### src/csm_pkg.sv
package csm_pkg;
    // ********************************
    // Widths
    // ********************************
    localparam int DATA_W = 8;
    localparam int CH_W = 16;
    localparam int TEMP_W = 10;
    localparam int STEPS_W = 9;
    localparam int PRE_W = 17;

    // ********************************
    // Register offsets
    // ********************************
    localparam logic [7:0] A_GAIN = 8'hb9;
    localparam logic [7:0] A_TEMP_HI = 8'hd1;
    localparam logic [7:0] A_TEMP_LO = 8'hd2;
    localparam logic [7:0] A_TEMP_CTRL = 8'hd3;
    localparam logic [7:0] A_PERIOD = 8'hd9;
    localparam logic [7:0] A_GAP = 8'hda;
    localparam logic [7:0] A_BANK = 8'hdb;
    localparam logic [7:0] A_N_LO = 8'hdc;
    localparam logic [7:0] A_N_HI = 8'hdd;
    localparam logic [7:0] A_Y_LO = 8'hde;
    localparam logic [7:0] A_Y_HI = 8'hdf;
    localparam logic [7:0] A_Z_LO = 8'hec;
    localparam logic [7:0] A_Z_HI = 8'hed;
    localparam logic [7:0] A_X_LO = 8'hee;
    localparam logic [7:0] A_X_HI = 8'hef;
    localparam logic [7:0] A_IRQ_CLR = 8'hf8;
    localparam logic [7:0] A_IRQ_EN = 8'hf9;
    localparam logic [7:0] A_ACQ = 8'hfa;

    // ********************************
    // Field positions and codes
    // ********************************
    localparam int TEMP_DONE_B = 7;
    localparam int TEMP_START_B = 5;
    localparam int SEL_MSB = 3;
    localparam logic [3:0] SEL_CONVERT = 4'h4;
    localparam int BANK_B = 7;
    localparam int LED_CURRENT_LIMIT_LSB = 6;
    localparam int GAIN_LSB = 0;
    localparam int LATCH_B = 7;
    localparam int WAIT_B = 3;
    localparam int RUN_B = 1;
    localparam int PWR_B = 0;
    localparam int CLR_B = 2;
    localparam int IRQ_EN_LSB = 1;

    // ********************************
    // Reset values
    // ********************************
    localparam logic [7:0] GAIN_RST = 8'h00;
    localparam logic [7:0] PERIOD_RST = 8'hff;
    localparam logic [7:0] GAP_RST = 8'hff;
    localparam logic [7:0] ACQ_RST = 8'h00;

    // ********************************
    // Timing
    // ********************************
    localparam real STEP_TIME_MS = 2.8;
    localparam real CLK_MHZ = 40.0;
    localparam int STEP_CYCLES = int'(STEP_TIME_MS * 1000.0 * CLK_MHZ);
    localparam logic [8:0] STEPS_FULL = 9'h100;

    typedef enum logic [1:0] {
        SEQ_IDLE,
        SEQ_INTEG,
        SEQ_GAP
    } csm_seq_t;
endpackage

### src/csm_step_timer.sv
`timescale 1ns/1ps
module csm_step_timer #(
    parameter int STEP_CYCLES = csm_pkg::STEP_CYCLES
) (
    // Clock and reset
    input wire logic i_ref_clk,
    input wire logic i_reset,
    // Control
    input wire logic i_start,
    input wire logic i_abort,
    input wire logic [csm_pkg::STEPS_W-1:0] i_steps,
    // Status
    output logic o_busy,
    output logic o_done
);
    import csm_pkg::*;

    logic [PRE_W-1:0] pre;
    logic [STEPS_W-1:0] left;
    logic last_tick;

    assign last_tick = (pre == PRE_W'(STEP_CYCLES - 1));

    // ********************************
    // Prescaler and step count
    // ********************************
    always_ff @(posedge i_ref_clk) begin
        if (i_reset || i_abort) begin
            pre <= '0;
            left <= '0;
            o_busy <= 1'b0;
        end else if (i_start) begin
            pre <= '0;
            left <= i_steps;
            o_busy <= 1'b1;
        end else if (o_busy) begin
            pre <= last_tick ? '0 : pre + 1'b1;
            if (last_tick) begin
                left <= left - 1'b1;
                o_busy <= (left != 9'h001);
            end
        end
    end

    always_ff @(posedge i_ref_clk) begin
        if (i_reset) begin
            o_done <= 1'b0;
        end else begin
            o_done <= o_busy && last_tick && left == 9'h001 && !i_start && !i_abort;
        end
    end
endmodule

### src/csm_measure_ctrl.sv
`timescale 1ns/1ps
// Notes on behaviour
// - Temp bits 9:2 read at high byte
// - Temp bits 1:0 read at low byte
// - Done flag sets at conversion end
// - Start bit with the convert select code launches conversion; zero idles
// - Bank bit picks blue or Z/NEAR_INFRARED_CHANNEL
// - Bits 7:6 set LED current limit
// - Bits 1:0 set common channel gain
// - Integration lasts 256-minus-byte steps
// - Wait lasts 256-minus-byte steps
// - Latch bit captures results after acquisition
// - Wait bit enables pause between acquisitions
// - Run bit enables acquisitions
// - Channel results read as byte pairs
// - Clear bit drops data ready when enabled
module csm_measure_ctrl #(
    parameter int STEP_CYCLES = csm_pkg::STEP_CYCLES
) (
    // Clock and reset
    input wire logic i_ref_clk,
    input wire logic i_reset,
    // Register port
    input wire logic [csm_pkg::DATA_W-1:0] i_reg_addr,
    input wire logic [csm_pkg::DATA_W-1:0] i_reg_wdata,
    input wire logic i_reg_wr,
    input wire logic i_reg_rd,
    output logic [csm_pkg::DATA_W-1:0] o_reg_rdata,
    output logic o_reg_rvalid,
    // Sensor front end
    input wire logic [csm_pkg::CH_W-1:0] i_adc_x,
    input wire logic [csm_pkg::CH_W-1:0] i_adc_y,
    input wire logic [csm_pkg::CH_W-1:0] i_adc_z,
    input wire logic [csm_pkg::CH_W-1:0] i_adc_nir,
    input wire logic [csm_pkg::CH_W-1:0] i_adc_b440,
    input wire logic [csm_pkg::CH_W-1:0] i_adc_b490,
    input wire logic [csm_pkg::TEMP_W-1:0] i_temp_value,
    input wire logic i_temp_done,
    // Analog controls and data ready status
    output logic [1:0] o_gain,
    output logic [1:0] o_led_current,
    output logic o_integrating,
    output logic o_temp_convert,
    output logic o_data_ready
);
    import csm_pkg::*;

    // ********************************
    // Storage
    // ********************************
    logic [7:0] period;
    logic [7:0] gap;
    logic bank;
    logic latch_en;
    logic wait_en;
    logic run_en;
    logic power_on;
    logic [1:0] irq_en;
    logic temp_done_flag;
    logic temp_start;
    logic [3:0] conversion_select_code;
    logic [TEMP_W-1:0] temperature_result;
    logic [CH_W-1:0] x_data;
    logic [CH_W-1:0] y_data;
    logic [CH_W-1:0] z_data;
    logic [CH_W-1:0] n_data;
    csm_seq_t state;
    csm_seq_t next_state;
    logic tmr_start;
    logic tmr_abort;
    logic [STEPS_W-1:0] tmr_steps;
    logic tmr_busy;
    logic tmr_done;
    logic acq_end;
    logic temp_finish;
    logic [7:0] rd_value;
    logic [STEPS_W-1:0] period_steps;
    logic [STEPS_W-1:0] gap_steps;

    function automatic logic wr_at(input logic [7:0] a);
        wr_at = i_reg_wr && (i_reg_addr == a);
    endfunction

    assign period_steps = STEPS_FULL - {1'b0, period};
    assign gap_steps = STEPS_FULL - {1'b0, gap};
    assign temp_finish = o_temp_convert && i_temp_done;

    // ********************************
    // Gain and LED current
    // ********************************
    always_ff @(posedge i_ref_clk) begin
        if (i_reset) begin
            o_led_current <= GAIN_RST[LED_CURRENT_LIMIT_LSB+:2];
            o_gain <= GAIN_RST[GAIN_LSB+:2];
        end else if (wr_at(A_GAIN)) begin
            o_led_current <= i_reg_wdata[LED_CURRENT_LIMIT_LSB+:2];
            o_gain <= i_reg_wdata[GAIN_LSB+:2];
        end
    end

    // ********************************
    // Timing and acquisition setup
    // ********************************
    always_ff @(posedge i_ref_clk) begin
        if (i_reset) begin
            period <= PERIOD_RST;
            gap <= GAP_RST;
        end else begin
            if (wr_at(A_PERIOD)) begin
                period <= i_reg_wdata;
            end
            if (wr_at(A_GAP)) begin
                gap <= i_reg_wdata;
            end
        end
    end

    // Reserved bits are not stored, so they always read back as zero
    always_ff @(posedge i_ref_clk) begin
        if (i_reset) begin
            latch_en <= ACQ_RST[LATCH_B];
            wait_en <= ACQ_RST[WAIT_B];
            run_en <= ACQ_RST[RUN_B];
            power_on <= ACQ_RST[PWR_B];
        end else if (wr_at(A_ACQ)) begin
            latch_en <= i_reg_wdata[LATCH_B];
            wait_en <= i_reg_wdata[WAIT_B];
            run_en <= i_reg_wdata[RUN_B];
            power_on <= i_reg_wdata[PWR_B];
        end
    end

    always_ff @(posedge i_ref_clk) begin
        if (i_reset) begin
            bank <= 1'b0;
        end else if (wr_at(A_BANK)) begin
            bank <= i_reg_wdata[BANK_B];
        end
    end

    always_ff @(posedge i_ref_clk) begin
        if (i_reset) begin
            irq_en <= 2'h0;
        end else if (wr_at(A_IRQ_EN)) begin
            irq_en <= i_reg_wdata[IRQ_EN_LSB+:2];
        end
    end

    // ********************************
    // Temperature conversion
    // ********************************
    always_ff @(posedge i_ref_clk) begin
        if (i_reset) begin
            temp_start <= 1'b0;
            conversion_select_code <= 4'h0;
        end else if (wr_at(A_TEMP_CTRL)) begin
            temp_start <= i_reg_wdata[TEMP_START_B];
            conversion_select_code <= i_reg_wdata[SEL_MSB:0];
        end
    end

    // A start without the convert select code stays idle
    always_ff @(posedge i_ref_clk) begin
        if (i_reset) begin
            o_temp_convert <= 1'b0;
        end else if (wr_at(A_TEMP_CTRL)) begin
            o_temp_convert <= i_reg_wdata[TEMP_START_B] &&
                i_reg_wdata[SEL_MSB:0] == SEL_CONVERT;
        end else if (temp_finish) begin
            o_temp_convert <= 1'b0;
        end
    end

    // Set wins over the clear that every temperature control write performs
    always_ff @(posedge i_ref_clk) begin
        if (i_reset) begin
            temp_done_flag <= 1'b0;
        end else if (temp_finish) begin
            temp_done_flag <= 1'b1;
        end else if (wr_at(A_TEMP_CTRL)) begin
            temp_done_flag <= 1'b0;
        end
    end

    always_ff @(posedge i_ref_clk) begin
        if (i_reset) begin
            temperature_result <= '0;
        end else if (temp_finish) begin
            temperature_result <= i_temp_value;
        end
    end

    // ********************************
    // Acquisition sequencer
    // ********************************
    csm_step_timer #(
        .STEP_CYCLES(STEP_CYCLES)
    ) u_timer (
        .i_ref_clk(i_ref_clk),
        .i_reset(i_reset),
        .i_start(tmr_start),
        .i_abort(tmr_abort),
        .i_steps(tmr_steps),
        .o_busy(tmr_busy),
        .o_done(tmr_done)
    );

    always_comb begin
        next_state = state;
        tmr_start = 1'b0;
        tmr_abort = 1'b0;
        tmr_steps = period_steps;
        acq_end = 1'b0;
        unique case (state)
            SEQ_IDLE: begin
                if (run_en) begin
                    tmr_start = 1'b1;
                    next_state = SEQ_INTEG;
                end
            end
            SEQ_INTEG: begin
                if (!run_en) begin
                    tmr_abort = 1'b1;
                    next_state = SEQ_IDLE;
                end else if (tmr_done) begin
                    acq_end = 1'b1;
                    tmr_start = 1'b1;
                    if (wait_en) begin
                        tmr_steps = gap_steps;
                        next_state = SEQ_GAP;
                    end
                end
            end
            SEQ_GAP: begin
                if (!run_en) begin
                    tmr_abort = 1'b1;
                    next_state = SEQ_IDLE;
                end else if (tmr_done) begin
                    tmr_start = 1'b1;
                    next_state = SEQ_INTEG;
                end
            end
            default: begin
                tmr_abort = 1'b1;
                next_state = SEQ_IDLE;
            end
        endcase
    end

    always_ff @(posedge i_ref_clk) begin
        if (i_reset) begin
            state <= SEQ_IDLE;
            o_integrating <= 1'b0;
        end else begin
            state <= next_state;
            o_integrating <= (next_state == SEQ_INTEG);
        end
    end

    // ********************************
    // Result capture and data ready
    // ********************************
    // Results only move on a completed acquisition, so reads stay coherent
    always_ff @(posedge i_ref_clk) begin
        if (i_reset) begin
            x_data <= '0;
            y_data <= '0;
            z_data <= '0;
            n_data <= '0;
        end else if (acq_end && latch_en) begin
            x_data <= i_adc_x;
            y_data <= i_adc_y;
            z_data <= bank ? i_adc_z : i_adc_b490;
            n_data <= bank ? i_adc_nir : i_adc_b440;
        end
    end

    always_ff @(posedge i_ref_clk) begin
        if (i_reset) begin
            o_data_ready <= 1'b0;
        end else if (acq_end) begin
            o_data_ready <= 1'b1;
        end else if (wr_at(A_IRQ_CLR) && i_reg_wdata[CLR_B] && irq_en != 2'h0) begin
            o_data_ready <= 1'b0;
        end
    end

    // ********************************
    // Register read
    // ********************************
    always_comb begin
        rd_value = 8'h00;
        unique case (i_reg_addr)
            A_GAIN: rd_value = {o_led_current, 4'h0, o_gain};
            A_TEMP_HI: rd_value = temperature_result[9:2];
            A_TEMP_LO: rd_value = {6'h00, temperature_result[1:0]};
            A_TEMP_CTRL: rd_value = {temp_done_flag, 1'b0, temp_start, 1'b0, conversion_select_code};
            A_PERIOD: rd_value = period;
            A_GAP: rd_value = gap;
            A_BANK: rd_value = {bank, 7'h00};
            A_N_LO: rd_value = n_data[7:0];
            A_N_HI: rd_value = n_data[15:8];
            A_Y_LO: rd_value = y_data[7:0];
            A_Y_HI: rd_value = y_data[15:8];
            A_Z_LO: rd_value = z_data[7:0];
            A_Z_HI: rd_value = z_data[15:8];
            A_X_LO: rd_value = x_data[7:0];
            A_X_HI: rd_value = x_data[15:8];
            A_IRQ_CLR: rd_value = {5'h00, irq_en != 2'h0, 2'h0};
            A_IRQ_EN: rd_value = {5'h00, irq_en, 1'b0};
            A_ACQ: rd_value = {latch_en, 3'h0, wait_en, 1'b0, run_en, power_on};
            default: rd_value = 8'h00;
        endcase
    end

    always_ff @(posedge i_ref_clk) begin
        if (i_reset) begin
            o_reg_rdata <= 8'h00;
            o_reg_rvalid <= 1'b0;
        end else begin
            o_reg_rvalid <= i_reg_rd;
            if (i_reg_rd) begin
                o_reg_rdata <= rd_value;
            end
        end
    end
endmodule

### config.mk
export PLATFORM = sky130hd
export DESIGN_NAME = csm_measure_ctrl
export DESIGN_NICKNAME = d
export VERILOG_FILES = /design/src/csm_pkg.sv /design/src/csm_step_timer.sv /design/src/csm_measure_ctrl.sv
export SDC_FILE = /design/constraint.sdc
export NUM_CORES = 1
export LEC_CHECK = 0
export ABC_CLOCK_PERIOD_IN_PS = 3900
export BUFFER_PORTS_ARGS = -buffer_cell sky130_fd_sc_hd__buf_2
export CORE_UTILIZATION = 50
export DETAILED_ROUTE_END_ITERATION = 10
export GPL_TIMING_DRIVEN = 0
export PLACE_DENSITY = 0.73
export SETUP_SLACK_MARGIN = 0.4
export SYNTH_ARGS = -nofsm -noshare
export SYNTH_HDL_FRONTEND = slang
export SYNTH_SLANG_ARGS = --single-unit
### constraint.sdc
create_clock -name i_ref_clk -period 3.9 [get_ports i_ref_clk]
set_input_delay 0.975 -clock i_ref_clk [delete_from_list [all_inputs] [get_ports i_ref_clk]]
set_output_delay 0.975 -clock i_ref_clk [all_outputs]
set_load 0.01 [all_outputs]
# == Word-level counts from Yosys, hierarchy flattened ==
# Index checks and enable logic that the tools add are counted.
# totals
reg_bits,149
latchBits,0
ram_bits,0
rom_bits,0
out_inout_bits,16
word_cells,120
mem_count,0
# classes
n_addsub,4
n_mul,0
div,0
order_cmp,0
n_eq_ne,25
shifts,0
muxes,34
n_bitwise,0
reduce_logical,29
# ops
op,count
$eq 8x8->1 const B,18
$pmux 8 s18,1
$mux 9,7
$mux 16,2
$sub 9x8->9 const A,2
$add 17x1->17 const B,1
$eq 17x17->1 const B,1
$logic_and 1x1->1,17
$mux 17,1
$mux 1,14
$mux 2,6
$reduce_bool 2->1,5
$eq 9x1->1 const B,1
$ne 9x1->1 const B,1
$sub 9x1->9 const B,1
$pmux 2 s3,1
$eq 2x1->1 const B,2
$eq 4x3->1 const B,1
$pmux 1 s2,2
$reduce_or 2->1,2
$eq 2x2->1 const B,1
$logic_not 1->1,2
$logic_not 2->1,1
$reduce_and 2->1,1
$logic_or 1x1->1,1

# == Logic depth before layout (Yosys ltp) ==
# logic_depth
ltp_word,6
ltp_mapped,10
mapped_depth_nobuf,7

# == By module ==
# Synthesis repeated with hierarchy kept, for this count alone.
# hier_totals
hier_cells,935
hier_area_um2,7866.3
# by_module_without_submodules
mod,n_inst,cells_each,area_each_um2
csm_measure_ctrl,1,756,6359.8
csm_step_timer,1,179,1506.4

# == Worst setup path before layout ==
# No wires, ideal clock.
# synth_timing
path_kind,in2reg
from,input i_reg_wr
to,register period[0]
setup_ps,120
arrival_ps,2432
path_slack_ps,1348
cell_stages,6
cell_sequence,clkbuf_1 nand3_1 nor3_1 clkbuf_1 nor2_1 a211o_1
# synth_between
elab_chain_cells,1
# synth_lines
element,line_no,source
from (decl),csm_measure_ctrl.sv:26,"input wire logic i_reg_wr,"
$logic_and 1x1->1,csm_measure_ctrl.sv:81,wr_at = i_reg_wr && (i_reg_addr == a);
to (signal assigned),csm_measure_ctrl.sv:110,period <= i_reg_wdata;
to (decl),csm_measure_ctrl.sv:51,logic [7:0] period;
# Every way passes these cells.
# A chain may end at the register's enable or synchronous reset.

# == Worst setup path after layout ==
# layout_timing
from,input i_reg_addr[3] (netlist name)
to,register o_temp_convert
# layout_between
elab_chain_cells,3
# layout_lines
element,line_no,source
from (decl),csm_measure_ctrl.sv:24,"input wire logic [csm_pkg::DATA_W-1:0] i_reg_addr,"
$eq 8x8->1 (*),csm_measure_ctrl.sv:81,
$logic_and 1x1->1 (*),csm_measure_ctrl.sv:81,
$mux 1 / $reduce_bool 2->1 (equally long branches),--,
to (signal assigned),csm_measure_ctrl.sv:167,o_temp_convert <= i_reg_wdata[TEMP_START_B] &&
to (decl),csm_measure_ctrl.sv:43,"output logic o_temp_convert,"
# Every way passes the cells marked *; elsewhere a longest branch is shown, timed or not.

==> results.cfg <==
[power]
p_leak_nw = 3.26
p_clk_share_pct = 50.1
p_comb_share_pct = 6.0
power.density_nw_per_um2 = 386
p_seq_share_pct = 43.9
p_int_mw = 2.68
switchingPower_uw = 786
swShare_pct = 22.7
ir_drop_mv = 0.348

[global_route]
grt_max_degree = 17
grt.total_usage_pct = 31.5
overflow = 0
grt_antenna_before_repair = 1
grt_pass1_wl_um = 35700
grt_pass1_vias = 6709

[status]
outcome = finished, final reports clean

[critical_path]
crit_arrival_ns = 3.17
rr_worst_depth = 7
cp-start-kind = input pin
worstPathRequired_ns = 4.26
r2r_end = u_timer.pre[9]
r2r_slack_ns = 1.32
crit_path_end_kind = register
path_class = in -> reg
worstPathMaxFanout = 10
r2r-start = u_timer.pre[0]

[floorplan]
start_util_pct = 51.2
io_pins = 143
coreArea_um2 = 14500
fp.dieH_um = 124
rows = 44
die_area_um2 = 15400
die_w_um = 124

[logic_synthesis]
synth-simple-area-share_pct = 22.2
synth_top_area_share_pct = 40.1
ys_types = 60
ys_ff_latch = 149
synth_most_common_cell = dfxtp_1
synth_adder_area_share_pct = 1.51
synth.avg_cell_area_um2 = 8.50
synth_area_um2 = 7440
synth.area.top_cells = dfxtp_1 (40%), mux2i_1 (7.5%), nand2_1 (6.3%)
synth-compound-area-share_pct = 18.3
synth-edff-count = 0
async_reset_ff_share_pct = 0
synth.mux.area_fraction_pct = 9.80
synthFlopType = dfxtp_1
syn_nets = 1011
synth-xor-area-share_pct = 4.12
ys.warnings.count = 0
synth_top_family_by_area = simple AND/OR/NAND/NOR gates
synth_commonest_cells = dfxtp_1 (149), nand2_1 (124), nor2_1 (92)
post-synth-top-area-cell = dfxtp_1
synth_seq_area_share_pct = 40.1
synth_cells = 875

[cts]
cts_sinks = 149
cts_max_level = 4
root_buffer = clkbuf_16
cts_setup_buffers = 0
clkTransAtPathRegs_ns = 0.06
cts_resized = 0
insertion_delay_ns = 0.43
cts_tree = built
cts_buffer_depth = 2
ctsHoldBuffers = 0
cts_buffers = 17

[finish]
syn2layout_area_growth_pct = 20.8
drive_gt1_share_pct = 19.0
nFillCells = 1378
multiInputGateArea_um2 = 4160
seq_area_um2 = 2980
fin_nets = 1168
fin_cells = 1230

[timing]
maxSlewViolCount = 0
holdWs_ns = 0.454
timing.fmax_mhz = 356
rsz0062_at_grt = no
fin_skew_ns = 0.00750
period_share_pct = 72.0
worst_pin_slew_ns = 1.03
finalCriticalPeriod_ns = 2.81
finalSetupTns_ns = 0
setup_viol = 0
hold_viol = 0
relSlewSlack_pct = 30.9

[worst_hold_path]
hp-class = reg -> reg
hold_start = x_data[7]
whs_path_depth = 2
worstHoldEndpoint = x_data[7]

[routing]
wirelength_um = 23300
drt_iter0_markers = 599
via_per_inst = 5.82
drc = 0
post_drt_wl_per_cell_um = 18.9
ant_nets = 0
drt_first_pass_iters = 5
vias = 7161

[place]
port_buffers = 138
gp_congestion = 0.948
placed_cells = 1197
dp_hpwl_um = 17700

[job]
maxCapViolations = 0
## state kept, by name (all words and copies together) (netlist names), 2 cells and up
signal	cells
conversion_select_code	4
gap	8
irq_en	2
n_data	16
o_gain	2
o_led_current	2
o_reg_rdata	8
period	8
state	2
temperature_result	10
u_timer.left	9
u_timer.pre	17
x_data	16
y_data	16
z_data	16
## per-stage QoR
step                setup WS [ns]  utilization (%)  total power [mW]  instance area, um^2
CTS                          1.16             61.8              3.48                 8990
detailed placement          0.709             57.5              1.76                 8360
floorplan                    1.35                -              1.65                 7440
finish                       1.09             61.9              3.47                 8990
global placement            0.752             57.5              1.76                 8360
global route                0.964             61.9              3.57                 8990
## cell usage in the layout, fill, tap and decap left out, types with 10 or more instances in the layout
master | Yosys | routed
nor2b_1 | 14 | 14
mux2i_1 | 56 | 56
nand2_1 | 124 | 124
buf_2 | 9 | 147
clkbuf_1 | 42 | 44
clkbuf_16 | 0 | 17
dfxtp_1 | 149 | 149
a211o_1 | 17 | 17
inv_1 | 14 | 14
and3_1 | 10 | 10
a21oi_1 | 63 | 63
a211oi_1 | 46 | 46
nand4_1 | 11 | 11
xor2_1 | 23 | 23
xnor2_1 | 12 | 12
nor2_1 | 92 | 92
nor3_1 | 14 | 14
nor4_1 | 10 | 10
nand3_1 | 21 | 21
## power by group through the flow
stage	registers [mW]	clock network [mW]	logic, mW
after floorplan	1.56	0	0.0876
after global placement	1.56	0	0.202
after detailed placement	1.56	0	0.203
after CTS	1.53	1.75	0.203
after global routing	1.52	1.83	0.221
final	1.53	1.74	0.206
## area by class of cell
class | count | share of cell area, %
Antenna cell | 1 | 0.0278
Buffer | 60 | 2.71
Clock buffer | 23 | 5.43
Clock inverter | 9 | 1.54
Inverter | 14 | 0.585
Multi-Input combinational cell | 652 | 46.3
Sequential cell | 149 | 33.2
Tap cell | 184 | 2.56
Timing Repair Buffer | 138 | 7.68
## cells by family after synthesis
logic type / after synthesis
XOR/XNOR: 35
AO/OA/AOI/OAI: 197
adder cells (fa/ha/maj): 9
buffers and inverters: 74
AND/OR/NAND/NOR: 343
flip-flops: 149
multiplexers: 68
## how the worst max path moves through the flow
stage,start,end,slack (ns),cells after the start
final,i_reg_addr[3],o_temp_convert,1.09,6
after global routing,i_reg_addr[3],o_temp_convert,0.96,6
after CTS,i_reg_addr[3],o_temp_convert,1.16,6
after detailed placement,i_reg_addr[3],o_temp_convert,0.71,6
after global placement,i_reg_addr[3],o_temp_convert,0.75,6
after floorplan,i_reg_wr,period[0],1.35,6
## per-layer routing
layer	vias to the layer above	global-route usage [%]	routed length, um
met4	0	15.3	866
met1	3352	38.0	9930
li1	3472	-	-
met2	272	53.2	11200
met5	-	0	0
met3	65	6.55	1280
## worst max-delay path, cell delays in order
cell	delay, ns
buf_2	0.12
buf_2	0.20
nor2_1	0.55
nand4_1	0.63
or3_1	0.55
a21oi_1	0.14
Power figures use the tool's default switching activity.
